$ cat config.mk
export PLATFORM = sky130hd
export DESIGN_NAME = brs_sequencer
export DESIGN_NICKNAME = d
export VERILOG_FILES = /design/src/logic/brs_pkg.sv /design/src/logic/brs_sequencer.sv
export SDC_FILE = /design/constraint.sdc
export NUM_CORES = 1
export LEC_CHECK = 0
export ABC_AREA = 1
export BUFFER_PORTS_ARGS = -buffer_cell sky130_fd_sc_hd__buf_4
export CAP_MARGIN = 20
export CORE_ASPECT_RATIO = 0.8
export CORE_MARGIN = 10
export CORE_UTILIZATION = 58
export DETAILED_ROUTE_END_ITERATION = 12
export PLACE_DENSITY_LB_ADDON = 0.05
export RECOVER_POWER = 25
export SETUP_SLACK_MARGIN = 0.4
export SLEW_MARGIN = 20
export SYNTH_ARGS = -nofsm -noshare
export SYNTH_HDL_FRONTEND = slang
export SYNTH_SLANG_ARGS = --single-unit
$ cat constraint.sdc
create_clock -name CLK -period 6.15 [get_ports CLK]
set_input_delay 1.23 -clock CLK [delete_from_list [all_inputs] [get_ports CLK]]
set_output_delay 1.23 -clock CLK [all_outputs]
set_load 0.05 [all_outputs]
$ cat src/logic/brs_pkg.sv
// package of constants for the breaker reclose sequencer
package brs_pkg;
	// register byte offsets on the bus
	localparam logic [7:0] OFS_CTRL = 8'h00;
	localparam logic [7:0] OFS_STAT = 8'h04;
	localparam logic [7:0] OFS_IRQ_STAT = 8'h08;
	localparam logic [7:0] OFS_IRQ_MASK = 8'h0C;
	localparam logic [7:0] OFS_VSEL = 8'h10;
	localparam logic [7:0] OFS_LEVEL = 8'h14;
	// control register fields
	localparam int CTRL_CLOSE_DONE = 0;
	// status register fields
	localparam int STAT_HEALTHY = 0;
	localparam int STAT_IN_PROG = 1;
	localparam int STAT_TOKEN_REQ = 2;
	localparam int STAT_LOCKED = 3;
	localparam int STAT_CLOSE = 4;
	localparam int STAT_STATE = 8;
	// interrupt bits
	localparam int IRQ_START = 0;
	localparam int IRQ_CANCEL = 1;
	localparam int IRQ_CLOSED = 2;
	localparam int IRQ_FAULTY = 3;
	localparam int IRQ_WIDTH = 4;
	// reset values
	localparam logic [31:0] RESET_MASK = 32'h0000_0000;
	localparam logic [7:0] RESET_LIVE_LEVEL = 8'hC0;
	localparam logic [7:0] RESET_DEAD_LEVEL = 8'h20;
	// sequencer states, gray along start, wait, token, close
	typedef enum logic [2:0] {
		ST_IDLE = 3'b000,
		ST_ARMED = 3'b001,
		ST_DELAY = 3'b011,
		ST_TOKEN = 3'b010,
		ST_CLOSE = 3'b110
	} brs_state_type;
endpackage

$ cat src/logic/brs_sequencer.sv
// breaker reclose sequencer with voltage check selection and bus registers
//
// Decided for this implementation: the placing of the registers and the AXI4-Lite slave port.
module brs_sequencer #(
	parameter int VOLT_WIDTH = 8
) (
	// clock and reset
	input wire logic CLK,
	input wire logic RST_N,
	// reclose controls from scheme logic, breaker one
	input wire logic RECLOSE_ENABLE,
	input wire logic RECLOSE_START,
	input wire logic RECLOSE_INHIBIT,
	input wire logic RECLOSE_LOCKOUT,
	input wire logic RECLOSE_BLOCK,
	input wire logic SEQ_DISCONNECTORS_CLOSED,
	input wire logic IN_SYNCHRONISM,
	input wire logic FORCE_FAULTY,
	input wire logic TOKEN_DENIED,
	input wire logic BREAKER_OPEN,
	// voltage check controls, index 0 first breaker, 1 second
	input wire logic [1:0] LOCAL_VOLT_SEL0,
	input wire logic [1:0] LOCAL_VOLT_SEL1,
	input wire logic [1:0] REMOTE_VOLT_SEL0,
	input wire logic [1:0] REMOTE_VOLT_SEL1,
	input wire logic [1:0] SYNC_STAGE1_EN,
	input wire logic [1:0] SYNC_STAGE2_EN,
	input wire logic [1:0] SPLIT_DETECT_EN,
	input wire logic [1:0] STAGE1_COND,
	input wire logic [1:0] STAGE2_COND,
	// four analogue voltage magnitudes, packed
	input wire logic [4*VOLT_WIDTH-1:0] VOLT_IN,
	// sequencer outputs
	output logic BREAKER_FUNCTION_HEALTHY,
	output logic SEQUENCE_IN_PROGRESS,
	output logic CLOSURE_TOKEN_REQUEST,
	output logic BREAKER_CLOSE,
	output logic BREAKER_LOCKED_OUT,
	// voltage indications per breaker
	output logic [1:0] LOCAL_LIVE_IND,
	output logic [1:0] LOCAL_DEAD_IND,
	output logic [1:0] REMOTE_LIVE_IND,
	output logic [1:0] REMOTE_DEAD_IND,
	output logic [1:0] SYNC_STAGE1_MET,
	output logic [1:0] SYNC_STAGE2_MET,
	output logic [1:0] SPLIT_DETECTED,
	// interrupt
	output logic IRQ,
	// axi4-lite slave
	input wire logic [7:0] S_AXI_AWADDR,
	input wire logic S_AXI_AWVALID,
	output logic S_AXI_AWREADY,
	input wire logic [31:0] S_AXI_WDATA,
	input wire logic [3:0] S_AXI_WSTRB,
	input wire logic S_AXI_WVALID,
	output logic S_AXI_WREADY,
	output logic [1:0] S_AXI_BRESP,
	output logic S_AXI_BVALID,
	input wire logic S_AXI_BREADY,
	input wire logic [7:0] S_AXI_ARADDR,
	input wire logic S_AXI_ARVALID,
	output logic S_AXI_ARREADY,
	output logic [31:0] S_AXI_RDATA,
	output logic [1:0] S_AXI_RRESP,
	output logic S_AXI_RVALID,
	input wire logic S_AXI_RREADY
);
	import brs_pkg::*;

	// elaboration check: the level register holds at most 16 bits per field
	if (VOLT_WIDTH < 1 || VOLT_WIDTH > 16) begin : g_bad_width
		$error("VOLT_WIDTH must be 1 to 16");
	end

	// number of synchronised control inputs
	localparam int NSYNC = 10;
	// number of synchronised per-breaker fields (2 bits each)
	localparam int NPAIR = 9;

	// pick one of four voltages
	function automatic logic [VOLT_WIDTH-1:0] pick_volt(input logic [4*VOLT_WIDTH-1:0] v, input logic [1:0] s);
		pick_volt = v[s*VOLT_WIDTH +: VOLT_WIDTH];
	endfunction

	// two-flop synchronisers; first stage read only by second
	logic [NSYNC-1:0] raw_ctl;
	logic [NSYNC-1:0] meta_ctl;
	logic [NSYNC-1:0] ctl;
	logic [2*NPAIR-1:0] raw_pair;
	logic [2*NPAIR-1:0] meta_pair;
	logic [2*NPAIR-1:0] pair;
	logic [4*VOLT_WIDTH-1:0] meta_volt;
	logic [4*VOLT_WIDTH-1:0] volt;
	assign raw_ctl = {BREAKER_OPEN, TOKEN_DENIED, FORCE_FAULTY, IN_SYNCHRONISM,
		SEQ_DISCONNECTORS_CLOSED, RECLOSE_BLOCK, RECLOSE_LOCKOUT, RECLOSE_INHIBIT,
		RECLOSE_START, RECLOSE_ENABLE};
	assign raw_pair = {STAGE2_COND, STAGE1_COND, SPLIT_DETECT_EN, SYNC_STAGE2_EN, SYNC_STAGE1_EN,
		REMOTE_VOLT_SEL1, REMOTE_VOLT_SEL0, LOCAL_VOLT_SEL1, LOCAL_VOLT_SEL0};

	// sample every control, select and voltage pin on the tick
	always_ff @(posedge CLK or negedge RST_N) begin
		if (!RST_N) begin
			meta_ctl <= '0;
			ctl <= '0;
			meta_pair <= '0;
			pair <= '0;
			meta_volt <= '0;
			volt <= '0;
		end else begin
			meta_ctl <= raw_ctl;
			ctl <= meta_ctl;
			meta_pair <= raw_pair;
			pair <= meta_pair;
			meta_volt <= VOLT_IN;
			volt <= meta_volt;
		end
	end

	// named views of synchronised controls
	logic en, start, inhibit, lockout, block, disc, insync, faulty, denied, brk_open;
	assign {brk_open, denied, faulty, insync, disc, block, lockout, inhibit, start, en} = ctl;

	// software registers
	logic close_done_cmd; // one-cycle pulse from a control write
	logic [IRQ_WIDTH-1:0] irq_stat;
	logic [IRQ_WIDTH-1:0] irq_mask;
	logic [VOLT_WIDTH-1:0] live_level;
	logic [VOLT_WIDTH-1:0] dead_level;

	// sequencer state
	brs_state_type state;
	brs_state_type next_state;
	logic can_start;
	// a start is only accepted with every qualifier good
	assign can_start = en && !block && disc && !faulty;

	// next state logic
	always_comb begin
		next_state = state;
		unique case (state)
			ST_IDLE: begin
				if (start && can_start) begin
					next_state = ST_ARMED;
				end
			end
			ST_ARMED: begin
				// hold at start until the start input is released
				if (!start) begin
					next_state = ST_DELAY;
				end
			end
			ST_DELAY: begin
				// inhibit delays; synchronism qualifies closure
				if (!inhibit && insync && !denied) begin
					next_state = ST_TOKEN;
				end
			end
			ST_TOKEN: begin
				// a late denial pulls the request back
				if (denied || inhibit) begin
					next_state = ST_DELAY;
				end else if (insync) begin
					next_state = ST_CLOSE;
				end
			end
			ST_CLOSE: begin
				// close is held until software reports completion
				if (close_done_cmd) begin
					next_state = ST_IDLE;
				end
			end
		endcase
		// lockout or a withdrawn enable cancels anything running
		if (lockout || !en) begin
			next_state = ST_IDLE;
		end
	end

	// state register
	always_ff @(posedge CLK or negedge RST_N) begin
		if (!RST_N) begin
			state <= ST_IDLE;
		end else begin
			state <= next_state;
		end
	end

	// sequencer outputs, all registered
	always_ff @(posedge CLK or negedge RST_N) begin
		if (!RST_N) begin
			SEQUENCE_IN_PROGRESS <= 1'b0;
			CLOSURE_TOKEN_REQUEST <= 1'b0;
			BREAKER_CLOSE <= 1'b0;
			BREAKER_FUNCTION_HEALTHY <= 1'b0;
			BREAKER_LOCKED_OUT <= 1'b0;
		end else begin
			SEQUENCE_IN_PROGRESS <= (next_state != ST_IDLE);
			// withheld while denied even in the cycle it rises
			CLOSURE_TOKEN_REQUEST <= (next_state == ST_TOKEN) && !denied;
			BREAKER_CLOSE <= (next_state == ST_CLOSE) && !denied;
			BREAKER_FUNCTION_HEALTHY <= !faulty;
			BREAKER_LOCKED_OUT <= (next_state == ST_IDLE) && (brk_open || !can_start);
		end
	end

	// voltage checks per breaker, identical copies
	genvar g;
	generate
		for (g = 0; g < 2; g++) begin : g_brk
			logic [VOLT_WIDTH-1:0] vloc;
			logic [VOLT_WIDTH-1:0] vrem;
			// select fields sit in pairs of two bits
			assign vloc = pick_volt(volt, pair[2*g +: 2]);
			assign vrem = pick_volt(volt, pair[4+2*g +: 2]);
			always_ff @(posedge CLK or negedge RST_N) begin
				if (!RST_N) begin
					LOCAL_LIVE_IND[g] <= 1'b0;
					LOCAL_DEAD_IND[g] <= 1'b0;
					REMOTE_LIVE_IND[g] <= 1'b0;
					REMOTE_DEAD_IND[g] <= 1'b0;
					SYNC_STAGE1_MET[g] <= 1'b0;
					SYNC_STAGE2_MET[g] <= 1'b0;
					SPLIT_DETECTED[g] <= 1'b0;
				end else begin
					LOCAL_LIVE_IND[g] <= vloc > live_level;
					LOCAL_DEAD_IND[g] <= vloc < dead_level;
					REMOTE_LIVE_IND[g] <= vrem > live_level;
					REMOTE_DEAD_IND[g] <= vrem < dead_level;
					// a check only reports when switched on
					SYNC_STAGE1_MET[g] <= pair[8+g] && pair[14+g];
					SYNC_STAGE2_MET[g] <= pair[10+g] && pair[16+g];
					// split seen when both sides live but the stage2 condition is absent
					SPLIT_DETECTED[g] <= pair[12+g] && (vloc > live_level) && (vrem > live_level)
						&& !pair[16+g];
				end
			end
		end
	endgenerate

	// events for the interrupt status
	logic [IRQ_WIDTH-1:0] events;
	logic faulty_q;
	always_ff @(posedge CLK or negedge RST_N) begin
		if (!RST_N) begin
			faulty_q <= 1'b0;
		end else begin
			faulty_q <= faulty;
		end
	end
	always_comb begin
		events = '0;
		events[IRQ_START] = (state == ST_IDLE) && (next_state == ST_ARMED);
		events[IRQ_CANCEL] = (state != ST_IDLE) && (state != ST_CLOSE) && (next_state == ST_IDLE);
		events[IRQ_CLOSED] = (state == ST_CLOSE) && (next_state == ST_IDLE);
		events[IRQ_FAULTY] = faulty && !faulty_q;
	end

	// axi write channel: take address and data in either order
	logic aw_held, w_held;
	logic [7:0] aw_addr;
	logic [31:0] w_data;
	logic [3:0] w_strb;
	logic do_write;
	assign do_write = aw_held && w_held && !S_AXI_BVALID;
	always_ff @(posedge CLK or negedge RST_N) begin
		if (!RST_N) begin
			aw_held <= 1'b0;
			w_held <= 1'b0;
			aw_addr <= 8'h00;
			w_data <= 32'h0000_0000;
			w_strb <= 4'h0;
			S_AXI_AWREADY <= 1'b0;
			S_AXI_WREADY <= 1'b0;
			S_AXI_BVALID <= 1'b0;
			S_AXI_BRESP <= 2'b00;
		end else begin
			S_AXI_AWREADY <= !aw_held && !(S_AXI_AWVALID && S_AXI_AWREADY);
			S_AXI_WREADY <= !w_held && !(S_AXI_WVALID && S_AXI_WREADY);
			if (S_AXI_AWVALID && S_AXI_AWREADY) begin
				aw_held <= 1'b1;
				aw_addr <= S_AXI_AWADDR;
			end
			if (S_AXI_WVALID && S_AXI_WREADY) begin
				w_held <= 1'b1;
				w_data <= S_AXI_WDATA;
				w_strb <= S_AXI_WSTRB;
			end
			if (do_write) begin
				aw_held <= 1'b0;
				w_held <= 1'b0;
				S_AXI_BVALID <= 1'b1;
				// unmapped addresses answer slverr
				S_AXI_BRESP <= (aw_addr == OFS_CTRL || aw_addr == OFS_IRQ_STAT || aw_addr == OFS_IRQ_MASK
					|| aw_addr == OFS_LEVEL || aw_addr == OFS_STAT || aw_addr == OFS_VSEL) ? 2'b00 : 2'b10;
			end else if (S_AXI_BVALID && S_AXI_BREADY) begin
				S_AXI_BVALID <= 1'b0;
			end
		end
	end

	// register writes; status sets win over write-one clears
	always_ff @(posedge CLK or negedge RST_N) begin
		if (!RST_N) begin
			close_done_cmd <= 1'b0;
			irq_stat <= '0;
			irq_mask <= RESET_MASK[IRQ_WIDTH-1:0];
			live_level <= RESET_LIVE_LEVEL[VOLT_WIDTH-1:0];
			dead_level <= RESET_DEAD_LEVEL[VOLT_WIDTH-1:0];
		end else begin
			close_done_cmd <= do_write && aw_addr == OFS_CTRL && w_strb[0] && w_data[CTRL_CLOSE_DONE];
			if (do_write && aw_addr == OFS_IRQ_STAT && w_strb[0]) begin
				irq_stat <= (irq_stat & ~w_data[IRQ_WIDTH-1:0]) | events;
			end else begin
				irq_stat <= irq_stat | events;
			end
			if (do_write && aw_addr == OFS_IRQ_MASK && w_strb[0]) begin
				irq_mask <= w_data[IRQ_WIDTH-1:0];
			end
			if (do_write && aw_addr == OFS_LEVEL) begin
				if (w_strb[0]) begin
					live_level <= w_data[VOLT_WIDTH-1:0];
				end
				if (w_strb[2]) begin
					dead_level <= w_data[16 +: VOLT_WIDTH];
				end
			end
		end
	end

	// interrupt output, high while any unmasked status bit is set
	always_ff @(posedge CLK or negedge RST_N) begin
		if (!RST_N) begin
			IRQ <= 1'b0;
		end else begin
			IRQ <= |(irq_stat & irq_mask);
		end
	end

	// read data mux
	logic [31:0] rd_word;
	logic rd_ok;
	always_comb begin
		rd_word = 32'h0000_0000;
		rd_ok = 1'b1;
		unique case (S_AXI_ARADDR)
			OFS_CTRL: rd_word = 32'h0000_0000;
			OFS_STAT: begin
				rd_word[STAT_HEALTHY] = BREAKER_FUNCTION_HEALTHY;
				rd_word[STAT_IN_PROG] = SEQUENCE_IN_PROGRESS;
				rd_word[STAT_TOKEN_REQ] = CLOSURE_TOKEN_REQUEST;
				rd_word[STAT_LOCKED] = BREAKER_LOCKED_OUT;
				rd_word[STAT_CLOSE] = BREAKER_CLOSE;
				rd_word[STAT_STATE +: 3] = state;
			end
			OFS_IRQ_STAT: rd_word[IRQ_WIDTH-1:0] = irq_stat;
			OFS_IRQ_MASK: rd_word[IRQ_WIDTH-1:0] = irq_mask;
			OFS_VSEL: rd_word[15:0] = {LOCAL_LIVE_IND, LOCAL_DEAD_IND, REMOTE_LIVE_IND, REMOTE_DEAD_IND,
				SYNC_STAGE1_MET, SYNC_STAGE2_MET, SPLIT_DETECTED, 2'b00};
			OFS_LEVEL: begin
				rd_word[VOLT_WIDTH-1:0] = live_level;
				rd_word[16 +: VOLT_WIDTH] = dead_level;
			end
			default: rd_ok = 1'b0;
		endcase
	end

	// axi read channel, answer one cycle after address taken
	always_ff @(posedge CLK or negedge RST_N) begin
		if (!RST_N) begin
			S_AXI_ARREADY <= 1'b0;
			S_AXI_RVALID <= 1'b0;
			S_AXI_RDATA <= 32'h0000_0000;
			S_AXI_RRESP <= 2'b00;
		end else begin
			S_AXI_ARREADY <= !S_AXI_RVALID && !(S_AXI_ARVALID && S_AXI_ARREADY);
			if (S_AXI_ARVALID && S_AXI_ARREADY) begin
				S_AXI_RVALID <= 1'b1;
				S_AXI_RDATA <= rd_word;
				S_AXI_RRESP <= rd_ok ? 2'b00 : 2'b10;
			end else if (S_AXI_RVALID && S_AXI_RREADY) begin
				S_AXI_RVALID <= 1'b0;
			end
		end
	end

endmodule

==> metrics.txt <==
status finished clean; post-synthesis compound-gate area fraction 12.1%; Initial Util 59.2%; Startpoint Class flip-flop; Leak Pwr 0.00578 uW; CP peak stage delay 0.69 ns; Post-Synthesis Cells 1010; clock latency at the later pin of the worst-skew pair 0.52 ns; unique cell type count in the Yosys netlist 40; CTS Buffer Depth 3; min-delay worst type flip-flop to flip-flop; register bit total from synthesis 228; Worst-Margin Slew 0.828 ns; drt pass-1 iters 6; Comb power frac 23.3%; Clock Tree Root clkbuf_16; routability cong. 0.921; Num CTS Buffers 23; CTS tree yes; share of synthesized flip-flops with an asynchronous set or reset 100%; drt drc 0; Die W 166 um; Setup crit end kind flip-flop; Final Hold Vio Count 0; layout cells sized above 1 18.9%; routed wire length 24300 um; Congestion Overflow GR 0; min cycle time layout 2.75 ns; Post CTS Setup Buffer Count 0; Clock transition at path regs 0.06 ns; # nets final 1339; Switch Pwr 1390 uW; CP Data Required Time 6.59 ns; core area 16600 um2; largest family of logic cells by synthesized area simple AND/OR/NAND/NOR gates; Ys Warns 0; cts repair resizes 0; Top FF cell, synth dfrtp_1; max cap viols 0; ant diodes 0; total power 4250 uW; RSZ-0062 raised after global routing false; Via density 5.50; crit path max fanout 17; vias 7659; R2R Setup Slk 3.40 ns; syn avg cell area 9.74 um2; Crit-path slowest cell dfrtp_1; skew final 0.0116 ns; Yosys top cell area share 57.2%; fin crit share 44.7%; Seq/Total Area, Yosys 58.0%; largest net degree at the start of global routing 115; initial antenna violation count 0; Arr. time, crit path 3.19 ns; cell family contributing the most delay on the critical path compound AO/OA/AOI/OAI gates; Setup TNS 0 ns; Power Internal 2860 uW; vias in the first global route 7420; DRT iter0 DRCs 963; wire per inst 17.4 um; sequential power share 43.4%; CP Class flip-flop to flip-flop; switch share 32.7%; mux cell area share after synthesis 0%; die area 22600 um2; dpl hpwl 17500 um; XOR/XNOR share of the synthesized area 0%; Post-synth EDFFs 0; Clock Power Share 33.3%; leading area contributor after synthesis dfrtp_1; f_max 363 MHz; CTS hold repair buffers 0; Peak supply drop 0.000341 V; Mapped Area 9840 um2; Sinks on Clock Net 228; Tot GR Track Use 21.1%; row count 42; largest cells by area after synthesis dfrtp_1 57%, nand2_1 7.8%, ha_1 7.6%, o21ai_0 5.3%, nor2_1 3.7%; worst path bufs/invs 1; Cell Chain, Critical Path inv_1 -> o21ai_0 -> o22ai_1 -> ha_1 -> a21oi_1 -> o21ai_0 -> nand2_1 -> a21oi_1 -> nand2_1 -> nor2_1; first-pass GRT wire length 39200 um; Ports 180; Slew headroom 44.5%; Synth Area in Simple Gates 16.6%; adder-cell share of the synthesized area 7.63%; Max Slew Vio Count 0; Area Overhead vs Synth 20.6%; ANT nets after route 0; Setup-failing EPs final 0; Port-buffer cells 151; CTS H-tree lvls 1; PD cells 359 nW/um2; Die Y 136 um
==> sequential cells by signal (all words and copies together), names as in the netlist, 2 cells and up <==
signal	cells
aw_addr	8
state	3
live_level	8
ctl	10
REMOTE_LIVE_IND	2
w_data	16
irq_mask	4
SYNC_STAGE2_MET	2
volt	32
meta_pair	18
S_AXI_RDATA	24
REMOTE_DEAD_IND	2
pair	18
irq_stat	4
w_strb	2
dead_level	8
meta_volt	32
LOCAL_LIVE_IND	2
SPLIT_DETECTED	2
LOCAL_DEAD_IND	2
meta_ctl	10
SYNC_STAGE1_MET	2
==> area by class of cell <==
type	count	area, um2
fill	1269	4740
tap	220	275
clock inverter	8	140
inverter	90	338
timing repair buffer	154	1160
sequential	228	5710
multi-input combinational	663	3620
clock buffer	30	622
==> worst paths after layout <==
kind,startpoint,to,cells past startpoint
worst max-delay path,pair[2]$_DFF_PN0_,SPLIT_DETECTED[1]$_DFF_PN0_,10
worst min-delay path,meta_pair[17]$_DFF_PN0_,pair[17]$_DFF_PN0_,0
worst max register to register,pair[2]$_DFF_PN0_,SPLIT_DETECTED[1]$_DFF_PN0_,10
worst min register to register,meta_pair[17]$_DFF_PN0_,pair[17]$_DFF_PN0_,0
max in group asynchronous,RST_N,live_level[4]$_DFFE_PN0P_,2
min in group asynchronous,RST_N,meta_ctl[8]$_DFF_PN0_,1
==> worst reg2reg max path, stage by stage (launching register included) <==
cell and delay (ns):
dfrtp_1 0.69, inv_1 0.40, o21ai_0 0.29, o22ai_1 0.17, ha_1 0.33, a21oi_1 0.06, o21ai_0 0.16, nand2_1 0.08
a21oi_1 0.26, nand2_1 0.09, nor2_1 0.14
==> synthesized netlist by cell type (all sizes together), types with 2 or more instances <==
master and n:
a21oi 44, a31oi 4, buf 16, clkbuf 22, dfrtp 225, dfstp 3, ha 60, inv 89
nand2 209, nand3 50, nand4 9, nor2 101, nor3 9, nor4 2, o211ai 3, o21a 2
o21ai 120, o22ai 28, o31ai 7
==> cell usage in the layout (no fill, tap or decap), drive strengths merged <==
cell | synthesis | layout
dfrtp | 225 | 225
nand2 | 209 | 209
o21ai | 120 | 120
nor2 | 101 | 101
buf | 16 | 95
inv | 89 | 92
clkbuf | 22 | 89
ha | 60 | 60
nand3 | 50 | 50
a21oi | 44 | 44
o22ai | 28 | 28
conb | 1 | 10
nand4 | 9 | 9
nor3 | 9 | 9
o31ai | 7 | 7
a31oi | 4 | 4
o211ai | 3 | 3
bufinv | 0 | 3
dfstp | 3 | 3
nor4 | 2 | 2
o21a | 2 | 2
clkinv | 1 | 2
nand3b | 1 | 1
o21bai | 1 | 1
and3 | 1 | 1
and2 | 1 | 1
o2111ai | 1 | 1
clkinvlp | 0 | 1
==> metrics by stage <==
| stage | util, % | setup slack (ns) | area (um2) | std cells | hold slack (ns) |
|---|---|---|---|---|---|
| 3_5_place_dp | 66.8 | 3.16 | 11100 | 1355 | 0.335 |
| 4_1_cts | 71.4 | 3.48 | 11900 | 1393 | 0.347 |
| 3_3_place_gp | 66.8 | 3.20 | 11100 | 1355 | 0.331 |
| 5_1_grt | 71.4 | 3.18 | 11900 | 1393 | 0.351 |
| 6_report | 71.4 | 3.40 | 11900 | 1393 | 0.342 |
| 2_1_floorplan | - | 3.95 | 9870 | 1019 | 0.331 |
==> power by group through the flow <==
| stage | registers, uW | clock network [uW] | logic [uW] |
|---|---|---|---|
| floorplan | 2030 | 0 | 480 |
| global placement | 1860 | 0 | 959 |
| detailed placement | 1870 | 0 | 987 |
| CTS | 1840 | 1440 | 996 |
| global route | 1870 | 1500 | 1100 |
| finish | 1850 | 1420 | 991 |
==> routing by layer <==
layer / GRT usage (%) / wire length (um) / part of all wire, %
met5: 0 / 0 / 0
met4: 5.94 / 505 / 2.1
met3: 4.76 / 2340 / 9.6
met2: 30.1 / 10200 / 42
met1: 31.4 / 11200 / 46
==> cell families after synthesis <==
family,Yosys count
other cells,1
buf+inv,128
simple gates,383
fa+ha+maj,60
flops,228
compound gates,210
Power figures use the tool's default switching activity.
